## src/scpl_map.svh

```systemverilog
// Register map, field positions, reset values and timing counts of the slave link block
// Summary of operation
// [RULE1] A transmission starts by raising the link line, and commands wait out the start interval.
// [RULE2] A command is a train of low-then-high pulses, counted by the slave on rising edges.
// [RULE3] After the last pulse the line stays high for the stop interval to close the command.
// [RULE4] Further commands, each with its own stop interval, may follow once the start wait ends.
// [RULE5] Holding the line low for the off delay ends the transmission and turns the slave off.
// [RULE6] There are two link lines, and their start-up is staggered so slaves never start together.
// [RULE7] The slave current is one of 64 levels of 25 mA, sent as the pulse count.
// [RULE8] The slave applies a new current only after the stop interval has elapsed.
// [RULE9] Slaves stay enabled only while the main charger is in its CC or CV phase.
// [RULE10] By default the sent current is the lesser of the slave setting and the master limit.
// [RULE11] With the bypass set, the slave setting is sent unchanged.
// [RULE12] Slave faults set flags at 0x80 bits 0, 1 and 2, with mask bits at 0x81.
// [RULE13] Unmasked slave faults show as bit 6 of the source register 0x22, masked at 0x23.
// [RULE14] A strap at ground means internal sensing and no slaves; at the rail, slaves are allowed.
// [RULE15] The start, pulse low, pulse high, stop and off durations are counter parameters.
`ifndef SCPL_MAP_SVH
`define SCPL_MAP_SVH

`define SCPL_ADDR_TOP_SRC 8'h22
`define SCPL_ADDR_TOP_MASK 8'h23
`define SCPL_ADDR_FLT_FLAGS 8'h80
`define SCPL_ADDR_FLT_MASK 8'h81
`define SCPL_RST_TOP_MASK 8'hFF
`define SCPL_RST_FLT_MASK 8'hFF
`define SCPL_BIT_TOP_SLAVE 6
`define SCPL_BIT_FLT_S1 0
`define SCPL_BIT_FLT_S2 1
`define SCPL_BIT_FLT_CV 2
`define SCPL_STEPS 64
`define SCPL_STEP_MA 25
`define SCPL_CLK_MHZ 200
`define SCPL_T_WAIT_NS 1000
`define SCPL_T_LOW_NS 500
`define SCPL_T_HIGH_NS 500
`define SCPL_T_STOP_NS 2000
`define SCPL_T_OFF_NS 4000
`define SCPL_T_STAGGER_NS 8000
`define SCPL_NS_TO_CYC(t) (((t) * `SCPL_CLK_MHZ + 999) / 1000)

`endif

```

## src/scpl_pkg.sv

```systemverilog
// Types shared by the slave link block
package scpl_pkg;
    typedef enum logic [2:0] {
        SCPL_IDLE,
        SCPL_WAIT,
        SCPL_LOW,
        SCPL_HIGH,
        SCPL_STOP,
        SCPL_READY,
        SCPL_OFF
    } scpl_state_e;
    typedef logic [5:0] scpl_code_t;
endpackage

```

## src/scpl_cmd_if.sv

```systemverilog
// Command carrier between the link controller and each line engine
`timescale 1ns/1ps
interface scpl_cmd_if;
    logic enable;
    logic send;
    logic [5:0] code;
    logic busy;
    logic active;
    logic line;
    modport ctrl (output enable, output send, output code, input busy, input active, input line);
    modport eng (input enable, input send, input code, output busy, output active, output line);
endinterface

```

## src/scpl_line.sv

```systemverilog
// One link line engine: start, pulse trains, stop and off intervals
`timescale 1ns/1ps
module scpl_line import scpl_pkg::*; #(
    parameter int T_WAIT = 200,
    parameter int T_LOW = 100,
    parameter int T_HIGH = 100,
    parameter int T_STOP = 400,
    parameter int T_OFF = 800
) (
    input wire logic clk_in, // Clock
    input wire logic rst_n_in, // Sync reset, active low
    scpl_cmd_if.eng cmd // Command carrier
);
    scpl_state_e state;
    logic [15:0] tmr;
    logic [6:0] left;

    assign cmd.busy = (state != SCPL_READY);
    assign cmd.active = (state != SCPL_IDLE);

    always_ff @(posedge clk_in) begin
        if (!rst_n_in) begin
            state <= SCPL_IDLE;
            tmr <= 16'h0000;
            left <= 7'h00;
            cmd.line <= 1'b0;
        end else begin
            if (tmr != 16'h0000) begin
                tmr <= tmr - 16'h0001;
            end
            case (state)
                SCPL_IDLE: begin
                    cmd.line <= 1'b0;
                    if (cmd.enable) begin
                        cmd.line <= 1'b1; // [RULE1]
                        tmr <= 16'(T_WAIT - 1);
                        state <= SCPL_WAIT;
                    end
                end
                SCPL_WAIT: begin
                    if (!cmd.enable) begin
                        cmd.line <= 1'b0;
                        tmr <= 16'(T_OFF - 1);
                        state <= SCPL_OFF;
                    end else if (tmr == 16'h0000) begin
                        state <= SCPL_READY; // [RULE1]
                    end
                end
                SCPL_READY: begin
                    if (!cmd.enable) begin
                        cmd.line <= 1'b0; // [RULE5]
                        tmr <= 16'(T_OFF - 1);
                        state <= SCPL_OFF;
                    end else if (cmd.send) begin
                        left <= {1'b0, cmd.code} + 7'h01; // [RULE7]
                        cmd.line <= 1'b0; // [RULE2]
                        tmr <= 16'(T_LOW - 1);
                        state <= SCPL_LOW; // [RULE4]
                    end
                end
                SCPL_LOW: begin
                    if (tmr == 16'h0000) begin
                        cmd.line <= 1'b1; // [RULE2]
                        left <= left - 7'h01;
                        tmr <= 16'(T_HIGH - 1);
                        state <= SCPL_HIGH;
                    end
                end
                SCPL_HIGH: begin
                    if (tmr == 16'h0000) begin
                        if (left != 7'h00) begin
                            cmd.line <= 1'b0;
                            tmr <= 16'(T_LOW - 1);
                            state <= SCPL_LOW;
                        end else begin
                            tmr <= 16'(T_STOP - 1); // [RULE3]
                            state <= SCPL_STOP;
                        end
                    end
                end
                SCPL_STOP: begin
                    if (tmr == 16'h0000) begin
                        state <= SCPL_READY; // [RULE3]
                    end
                end
                SCPL_OFF: begin
                    cmd.line <= 1'b0;
                    if (tmr == 16'h0000) begin
                        state <= SCPL_IDLE; // [RULE5]
                    end
                end
                default: state <= SCPL_IDLE;
            endcase
        end
    end
endmodule

```

## src/scpl_sync.sv

```systemverilog
// Two-flop synchroniser for pin inputs
`timescale 1ns/1ps
module scpl_sync #(
    parameter int WIDTH = 1
) (
    input wire logic clk_in, // Clock
    input wire logic rst_n_in, // Sync reset, active low
    input wire logic [WIDTH-1:0] d_in, // Asynchronous input
    output logic [WIDTH-1:0] q_out // Synchronised output
);
    logic [WIDTH-1:0] meta;
    always_ff @(posedge clk_in) begin
        if (!rst_n_in) begin
            meta <= '0;
            q_out <= '0;
        end else begin
            meta <= d_in;
            q_out <= meta;
        end
    end
endmodule

```

## src/scpl_top.sv

```systemverilog
// Slave charger link controller: current selection, two staggered lines, fault registers
`timescale 1ns/1ps
`include "scpl_map.svh"
module scpl_top import scpl_pkg::*; #(
    parameter int T_WAIT = `SCPL_NS_TO_CYC(`SCPL_T_WAIT_NS),
    parameter int T_LOW = `SCPL_NS_TO_CYC(`SCPL_T_LOW_NS),
    parameter int T_HIGH = `SCPL_NS_TO_CYC(`SCPL_T_HIGH_NS),
    parameter int T_STOP = `SCPL_NS_TO_CYC(`SCPL_T_STOP_NS),
    parameter int T_OFF = `SCPL_NS_TO_CYC(`SCPL_T_OFF_NS),
    parameter int T_STAGGER = `SCPL_NS_TO_CYC(`SCPL_T_STAGGER_NS)
) (
    input wire logic clk_in, // Clock 200 MHz
    input wire logic rst_n_in, // Sync reset, active low
    input wire logic cc_cv_phase_in, // Main charger in CC or CV phase
    input wire logic sense_strap_in, // Strap pin, high = external sense
    input wire logic [5:0] slave_current_setting_in, // Programmed slave current code
    input wire logic [5:0] master_charge_limit_in, // Master limit in slave steps
    input wire logic min_compare_bypass_in, // Send setting unchanged
    input wire logic first_follower_fault_in, // Fault pin from slave 1
    input wire logic second_follower_fault_in, // Fault pin from slave 2
    input wire logic voltage_phase_fault_in, // Fault from CV source
    input wire logic reg_wr_in, // Register write strobe
    input wire logic reg_rd_in, // Register read strobe
    input wire logic [7:0] reg_addr_in, // Register address
    input wire logic [7:0] reg_wdata_in, // Register write data
    output logic [7:0] reg_rdata_out, // Register read data
    output logic slave_link_line_1_out, // Link line to slave 1
    output logic slave_link_line_2_out, // Link line to slave 2
    output logic ext_sense_out, // External sense selected
    output logic slave_irq_out // Unmasked slave fault pending
);
    scpl_cmd_if c1 ();
    scpl_cmd_if c2 ();

    logic [3:0] pins_s;
    logic strap_s;
    logic [2:0] flt_s;
    logic [2:0] flt_d;
    logic [2:0] flt_rise;
    logic [7:0] flt_flags;
    logic [7:0] flt_mask;
    logic [7:0] top_mask;
    logic [7:0] top_src;
    logic [15:0] stag;
    logic allow;
    logic [5:0] next_code;
    logic [5:0] sent1;
    logic [5:0] sent2;
    logic v1;
    logic v2;

    ////////////////////////////////////////////////////////////////////////////////
    scpl_sync #(.WIDTH(4)) u_sync (
        .clk_in(clk_in),
        .rst_n_in(rst_n_in),
        .d_in({sense_strap_in, voltage_phase_fault_in, second_follower_fault_in,
               first_follower_fault_in}),
        .q_out(pins_s)
    );
    assign strap_s = pins_s[3];
    assign flt_s = pins_s[2:0];
    assign ext_sense_out = strap_s; // [RULE14]

    ////////////////////////////////////////////////////////////////////////////////
    // Current to send
    always_comb begin
        if (min_compare_bypass_in) begin
            next_code = slave_current_setting_in; // [RULE11]
        end else if (master_charge_limit_in < slave_current_setting_in) begin
            next_code = master_charge_limit_in; // [RULE10]
        end else begin
            next_code = slave_current_setting_in; // [RULE10]
        end
    end

    assign allow = cc_cv_phase_in && strap_s; // [RULE9] [RULE14]

    ////////////////////////////////////////////////////////////////////////////////
    // Stagger: line 2 enables only after line 1 has been up for T_STAGGER
    always_ff @(posedge clk_in) begin
        if (!rst_n_in) begin
            stag <= 16'h0000;
        end else if (!allow || !c1.active) begin
            stag <= 16'h0000;
        end else if (stag != 16'(T_STAGGER)) begin
            stag <= stag + 16'h0001; // [RULE6]
        end
    end

    assign c1.enable = allow;
    assign c2.enable = allow && (stag == 16'(T_STAGGER)); // [RULE6]
    assign c1.code = next_code;
    assign c2.code = next_code;
    // Resend whenever the current differs from what a line last carried
    assign c1.send = !c1.busy && (!v1 || sent1 != next_code);
    assign c2.send = !c2.busy && (!v2 || sent2 != next_code);

    always_ff @(posedge clk_in) begin
        if (!rst_n_in) begin
            sent1 <= 6'h00;
            sent2 <= 6'h00;
            v1 <= 1'b0;
            v2 <= 1'b0;
        end else begin
            if (!c1.active) begin
                v1 <= 1'b0;
            end else if (c1.send) begin
                sent1 <= next_code; // [RULE4]
                v1 <= 1'b1;
            end
            if (!c2.active) begin
                v2 <= 1'b0;
            end else if (c2.send) begin
                sent2 <= next_code; // [RULE4]
                v2 <= 1'b1;
            end
        end
    end

    scpl_line #(.T_WAIT(T_WAIT), .T_LOW(T_LOW), .T_HIGH(T_HIGH), .T_STOP(T_STOP),
                .T_OFF(T_OFF)) u_line1 (
        .clk_in(clk_in),
        .rst_n_in(rst_n_in),
        .cmd(c1)
    ); // [RULE15]
    scpl_line #(.T_WAIT(T_WAIT), .T_LOW(T_LOW), .T_HIGH(T_HIGH), .T_STOP(T_STOP),
                .T_OFF(T_OFF)) u_line2 (
        .clk_in(clk_in),
        .rst_n_in(rst_n_in),
        .cmd(c2)
    );
    assign slave_link_line_1_out = c1.line;
    assign slave_link_line_2_out = c2.line;

    ////////////////////////////////////////////////////////////////////////////////
    // Fault flags: set on a rising fault, cleared on read, set wins
    assign flt_rise = flt_s & ~flt_d;
    always_ff @(posedge clk_in) begin
        if (!rst_n_in) begin
            flt_d <= 3'h0;
            flt_flags <= 8'h00;
        end else begin
            flt_d <= flt_s;
            if (reg_rd_in && reg_addr_in == `SCPL_ADDR_FLT_FLAGS) begin
                flt_flags <= {5'h00, flt_rise}; // [RULE12]
            end else begin
                flt_flags <= flt_flags | {5'h00, flt_rise}; // [RULE12]
            end
        end
    end

    always_ff @(posedge clk_in) begin
        if (!rst_n_in) begin
            flt_mask <= `SCPL_RST_FLT_MASK;
            top_mask <= `SCPL_RST_TOP_MASK;
        end else if (reg_wr_in) begin
            if (reg_addr_in == `SCPL_ADDR_FLT_MASK) begin
                flt_mask <= reg_wdata_in;
            end else if (reg_addr_in == `SCPL_ADDR_TOP_MASK) begin
                top_mask <= reg_wdata_in; // [RULE13]
            end
        end
    end

    always_comb begin
        top_src = 8'h00;
        top_src[`SCPL_BIT_TOP_SLAVE] = |(flt_flags[2:0] & ~flt_mask[2:0]); // [RULE13]
    end
    assign slave_irq_out = top_src[`SCPL_BIT_TOP_SLAVE] & ~top_mask[`SCPL_BIT_TOP_SLAVE];

    always_ff @(posedge clk_in) begin
        if (!rst_n_in) begin
            reg_rdata_out <= 8'h00;
        end else if (reg_rd_in) begin
            if (reg_addr_in == `SCPL_ADDR_TOP_SRC) begin
                reg_rdata_out <= top_src;
            end else if (reg_addr_in == `SCPL_ADDR_TOP_MASK) begin
                reg_rdata_out <= top_mask;
            end else if (reg_addr_in == `SCPL_ADDR_FLT_FLAGS) begin
                reg_rdata_out <= flt_flags;
            end else if (reg_addr_in == `SCPL_ADDR_FLT_MASK) begin
                reg_rdata_out <= flt_mask;
            end else begin
                reg_rdata_out <= 8'h00;
            end
        end
    end
endmodule

```

## config.mk

```make
export PLATFORM = sky130hd
export DESIGN_NAME = scpl_top
export DESIGN_NICKNAME = d
export VERILOG_FILES = /design/src/scpl_pkg.sv /design/src/scpl_cmd_if.sv /design/src/scpl_line.sv /design/src/scpl_sync.sv /design/src/scpl_top.sv
export VERILOG_INCLUDE_DIRS = /design/src
export SDC_FILE = /design/constraint.sdc
export NUM_CORES = 1
export LEC_CHECK = 0
export ABC_AREA = 1
export BUFFER_PORTS_ARGS = -buffer_cell sky130_fd_sc_hd__buf_2
export CAP_MARGIN = 20
export CORE_MARGIN = 3
export CORE_UTILIZATION = 66
export DETAILED_ROUTE_END_ITERATION = 12
export PLACE_DENSITY = 0.86
export SKIP_CTS_REPAIR_TIMING = 1
export SLEW_MARGIN = 20
export SYNTH_ARGS = -nofsm -noshare
export SYNTH_HDL_FRONTEND = slang
export SYNTH_SLANG_ARGS = --single-unit
```

## constraint.sdc

```tcl
create_clock -name clk_in -period 6 [get_ports clk_in]
set_input_delay 0.3 -clock clk_in [delete_from_list [all_inputs] [get_ports clk_in]]
set_output_delay 0.3 -clock clk_in [all_outputs]
set_load 0.005 [all_outputs]
```

* Word-level counts from Yosys, hierarchy flattened *
Cells that the tools add are included.

storage, ports and cells
  register bits after elaboration = 127
  bits in latches = 0
  memory bits (writable) = 0
  memory bits (read-only) = 0
  bits of input ports = 38
  output and inout bits = 12
  logic and storage cells = 189
  memories kept = 0

operators by class
  add/subtract/negate cells = 6
  multiply operators = 0
  divide/modulo/power cells = 0
  order comparisons = 1
  eq/ne operators = 40
  shift-type cells = 0
  multiplexer cells = 69
  bitwise logic cells = 9
  reduce and logical (&&, ||, !) cells = 43

operators by type and width
  operator                 number
  $mux W16                 14
  $pmux W16 S5             2
  $mux W3                  19
  $mux W7                  6
  $pmux W3 S7              2
  $logic_not A16 Y1        2
  $mux W8                  4
  $reduce_bool A16 Y1      2
  $sub A16 B1 Y16 const B  2
  $pmux W7 S2              2
  $ne A2 B1 Y1 const B     10
  $eq A3 B3 Y1 const B     6
  $mux W9                  2
  $add A16 B1 Y16 const B  1
  $eq A16 B11 Y1 const B   1
  $eq A8 B6 Y1 const B     2
  $eq A8 B8 Y1 const B     2
  $ne A16 B11 Y1 const B   1
  $mux W1                  14
  $reduce_bool A7 Y1       2
  $sub A7 B1 Y7 const B    2
  $eq A3 B2 Y1 const B     4
  $mux W6                  2
  $ne A2 B2 Y1 const B     6
  other kinds (25)         58

* Logic depth before layout (Yosys ltp) *
  depth in word-level cells = 9
  mapped depth = 20
  gate-level depth less buffers = 20

* Modules after synthesis *
Synthesis repeated with hierarchy kept, for this count alone.

unflattened totals
  cells, all modules = 1178
  area total of the unflattened synthesis = 7546.0 µm²

by module, submodules not included
  module               instances  cells each  area an instance (µm²)  seq. area each (µm²)
  scpl_top             1          476         3183.1                  1201.2
  scpl_line (u_line1)  1          344         2110.8                  540.5
  scpl_line (u_line2)  1          333         2026.9                  540.5
  scpl_sync            1          25          225.2                   160.2

* Worst setup path after synthesis *
Ideal clock, no wire load.

  path kind = input to register
  from = input port slave_current_setting_in[5]
  to = register u_line2.left[2]
  library setup time = 112 ps
  data arrival time = 2116 ps
  required time = 5888 ps
  setup slack = 3773 ps
  stages = 18
  buffers on the path = 0
  cells stage by stage = inv_1 -> ha_1 -> nand2_1 -> inv_2 -> a21oi_4 -> nand3_1 -> nand2_2 -> inv_4 -> nand2_2 -> nand3_2 -> nor2_2 -> nand2_4 -> nand2_4 -> nand2_4 -> nand2_4 -> inv_4 -> nor2_2 -> nor2_1

on the way
  longest elaborated chain between the ends = 8
  elaborated cells on any way between the ends = 12
  those cells by class = add/sub (1); order compare (1); eq/ne (2); mux (5); reduce/logical (3)

RTL lines
  what                                                                   RTL line         source
  start, declared                                                        scpl_top.sv:16   input wire logic [5:0] slave_current_setting_in,
  $lt A6 B6 Y1                                                           scpl_top.sv:69   end else if (master_charge_limit_in < slave_current_setting_in) begin
  $mux W6                                                                scpl_top.sv:69
  $mux W6 (*)                                                            scpl_top.sv:67   if (min_compare_bypass_in) begin
  parallel branches: the longest is 5 deep, another holds $add A6 B1 Y7  --
  end signal, assigned                                                   scpl_line.sv:55  left <= {1'b0, cmd.code} + 7'h01;
  end signal, assigned                                                   scpl_line.sv:64  left <= left - 7'h01;
  end, declared                                                          scpl_line.sv:16  logic [6:0] left;

Every way passes the cells marked *. The select of a mux whose other input is x is not followed.
A chain may end at the register's enable or synchronous reset.

* Worst setup path after layout *
  from = register u_line1.tmr[0]
  to = register u_line1.tmr[15]

on the way
  longest elaborated chain between the ends = 5
  elaborated cells on any way between the ends = 11
  those cells by class = add/sub (1); mux (8); reduce/logical (2)

RTL lines
  what                                                           RTL line                          source
  start, declared                                                scpl_line.sv:15                   logic [15:0] tmr;
  start signal, assigned                                         scpl_line.sv:29                   tmr <= tmr - 16'h0001;
  start signal, assigned                                         scpl_line.sv:36                   tmr <= 16'(T_WAIT - 1);
  start signal, assigned                                         scpl_line.sv:43                   tmr <= 16'(T_OFF - 1);
  $sub A16 B1 Y16 / $reduce_bool A16 Y1 (equally long branches)  scpl_line.sv:29, scpl_line.sv:28
  $mux W16                                                       scpl_line.sv:28                   if (tmr != 16'h0000) begin
  $mux W16                                                       scpl_line.sv:54                   end else if (cmd.send) begin
  $mux W16                                                       scpl_line.sv:50                   if (!cmd.enable) begin
  $pmux W16 S5 (*)                                               scpl_line.sv:31                   case (state)

Every way passes the cells marked *; elsewhere a longest branch is shown, timed or not.

==> qor.yml <==
outcome: "finished, violations left"
violations: "negative hold slack"
layout_common_cells: "247 x nand2_1, 186 x inv_1, 122 x dfxtp_1"
slew-limit-headroom_pct: 41.5
synth.avg_cell_area_um2: 6.53
drt-initial-drc-count: 779
cp_num_buf_inv: 2
area_growth_pct: 13.1
postSynthCellCount: 1120
maxSlewViolCount: 0
ios: 50
antenna_found_initial: 0
multi_input_area_um2: 4050
n_fill_cell: 785
clockBufferDepth: 2
portBuffers: 49
die_h_um: 111
synth_edf_count: 0
hold_path.class: "input port to flop"
clk_pin_slew_ps: 60
totalWireLength_um: 18300
use_met3_pct: 6.93
wl_per_cell_um: 13.8
via_per_inst: 5.54
critPathCaptureType: "flop"
crit_cells: 13
gp_congestion: 0.936
grt_max_degree: 67
crit_slowest_cell: "nand3_1"
drc: 0
yosys_warnings: 0
worst_path_largest_cell_delay_ps: 390
critical-path-top-delay-family: "simple AND/OR/NAND/NOR gates"
tns_ps: 0
vdd_drop_max_mv: 0.436
grt_usage_pct: 29.7
netlist_area_um2: 7320
root_buffer: "clkbuf_8"
cts-buffers-inserted: 17
antenna_cells: 0
core.rowCount: 37
fin_worst_skew_ps: 9.68
num_vias: 7330
synth_ff_type: "dfxtp_1"
min_path_cells: 3
use_met1_pct: 39.3
cts_tree: "yes"
leakagePower_nw: 4.09
drv_cap: 0
finish.utilization_pct: 78.4
hold_viol_final: 6
h-tree-depth: 4
setup_viol: 0
ys_types: 46
start_util_pct: 69.3
critPathKind: "flop to flop"
seq_area_frac_synth_pct: 33.4
ant_nets: 0
nNetsFinal: 1229
max_freq_mhz: 396
critical_path_required_ps: 6430
post_route_cells_drive_above_1_share_pct: 12.2
dieArea_um2: 12400
grt_overflow_total: 0
final_area_um2: 8280
layout_commonest_cell: "nand2_1"
final-seq-area_um2: 2440
cts.sinks: 122
tightest_slew_ps: 874
synthArstFlopShare_pct: 0
coreArea_um2: 10600
path_cells: "inv_1 > ha_1 > nand3b_1 > nor2_1 > nand3_1 > nand4_1 > inv_1 > nand2_1 > or2_2 > nor2_1 > nand3_1 > xor2_1 > nor2_2"
powerDensity_nw_per_um2: 468
hold_ws_ps: -7.80
min_period_ps: 2520
grt_pass1_wl_um: 30900
crit_arrival_ps: 2960
ys_seq_elements: 122
grtUsageMet2_pct: 48.1
period_share_pct: 42.1
syn-num-nets: 1174
first_pass_iters: 6
rsz0062_at_grt: "false"
r2r_cells: 13
clk_latency_ps: 540
grt_pass1_vias: 6796
cp_max_fo: 13
post_dp_cell_area_um2: 7650
top_usage_layer: "met2"
cp-start-kind: "flop"
dpl.hpwl_um: 12700
dieWidth_um: 111
-- cell usage after synthesis (2+ instances only) --
cell type | instances | share of area [%]
inv_4 | 2 | 0.17
a211oi_1 | 5 | 0.51
o21ai_1 | 2 | 0.14
dfxtp_1 | 122 | 33
ha_1 | 16 | 2.7
nand2_1 | 247 | 13
nor2_1 | 114 | 5.8
o221ai_1 | 4 | 0.48
nand4_1 | 21 | 1.8
o21ai_0 | 51 | 3.5
nor4_1 | 8 | 0.68
o21a_1 | 4 | 0.41
o211ai_1 | 4 | 0.41
o21ai_2 | 3 | 0.36
xor2_1 | 25 | 3.0
a21oi_1 | 82 | 5.6
nand2_4 | 11 | 1.7
nand3_2 | 5 | 0.68
xnor2_1 | 5 | 0.60
o22ai_1 | 5 | 0.43
clkinv_1 | 3 | 0.15
nor3_1 | 27 | 1.8
buf_1 | 2 | 0.10
o32ai_1 | 2 | 0.24
buf_2 | 5 | 0.34
nand3b_1 | 10 | 1.0
nor2_2 | 15 | 1.3
nor2_4 | 3 | 0.46
inv_2 | 2 | 0.10
or2_2 | 5 | 0.43
nand2_2 | 13 | 1.1
inv_1 | 186 | 9.5
a31oi_1 | 5 | 0.43
nand3_1 | 84 | 5.7
clkbuf_1 | 11 | 0.56
-- tightest hold or removal path, delay by kind of cell --
kind                   cells  cell delay, ps
buffers and inverters      1              90
AND/OR/NAND/NOR            2             110
-- state kept, by name, indices dropped and copies added (netlist names), 7 cells and up --
register / cells
u_line2.left: 7
u_line1.left: 7
reg_rdata_out: 8
u_line1.tmr: 16
flt_mask: 8
top_mask: 8
stag: 16
u_line2.tmr: 16
-- cells by family (layout without fill, tap and decap cells) --
group	Yosys count	in the layout	synth area share (%)
AO/OA/AOI/OAI	175	175	13.7
XOR/XNOR	30	30	3.59
adder cells (fa/ha/maj)	16	16	2.74
buffers and inverters	213	281	11.2
flip-flops	122	122	33.4
AND/OR/NAND/NOR	564	564	35.4
-- per-layer routing --
layer / wire length [um] / vias up
met5: 0 / -
met4: 335 / 0
met3: 1200 / 37
met2: 8630 / 269
met1: 8130 / 3293
li1: - / 3731
-- metrics by stage --
step                setup slack [ps]  power (mW)  std cells  hold slack, ps
floorplan                       3770        2.49       1120             390
global placement                3390        2.82       1287             395
detailed placement              3340        2.85       1287             399
CTS                             3510        3.84       1319           -66.0
global route                    3180        4.17       1324            1.11
finish                          3480        3.87       1324           -7.80
-- path summary, 6_finish.rpt --
kind | from | end | slack [ps]
worst max-delay path | u_line1.tmr[0]$_SDFF_PN0_ | u_line1.tmr[15]$_SDFF_PN0_ | 3480
worst max register to register | u_line1.tmr[0]$_SDFF_PN0_ | u_line1.tmr[15]$_SDFF_PN0_ | 3480
worst min register to register | u_sync.meta[0]$_SDFF_PN0_ | u_sync.q_out[0]$_SDFF_PN0_ | 410
worst min-delay path | reg_wdata_in[6] | flt_mask[6]$_SDFFE_PN1P_ | -8
-- report_power, final --
part	switching [mW]	total, mW	internal, mW	leakage, nW
Sequential	0.121	1.08	0.956	0.994
Combinational	1.18	1.82	0.639	2.82
Clock	0.387	0.972	0.585	0.270
Total	1.69	3.87	2.18	4.09
-- area by class of cell --
class / count / share of cell area [%]
inverter: 193 / 8.81
multi-input combinational: 785 / 48.9
tap: 136 / 2.06
timing repair buffer: 56 / 3.75
sequential: 122 / 29.5
clock inverter: 12 / 1.42
clock buffer: 20 / 5.50
Power figures use the tool's default switching activity.
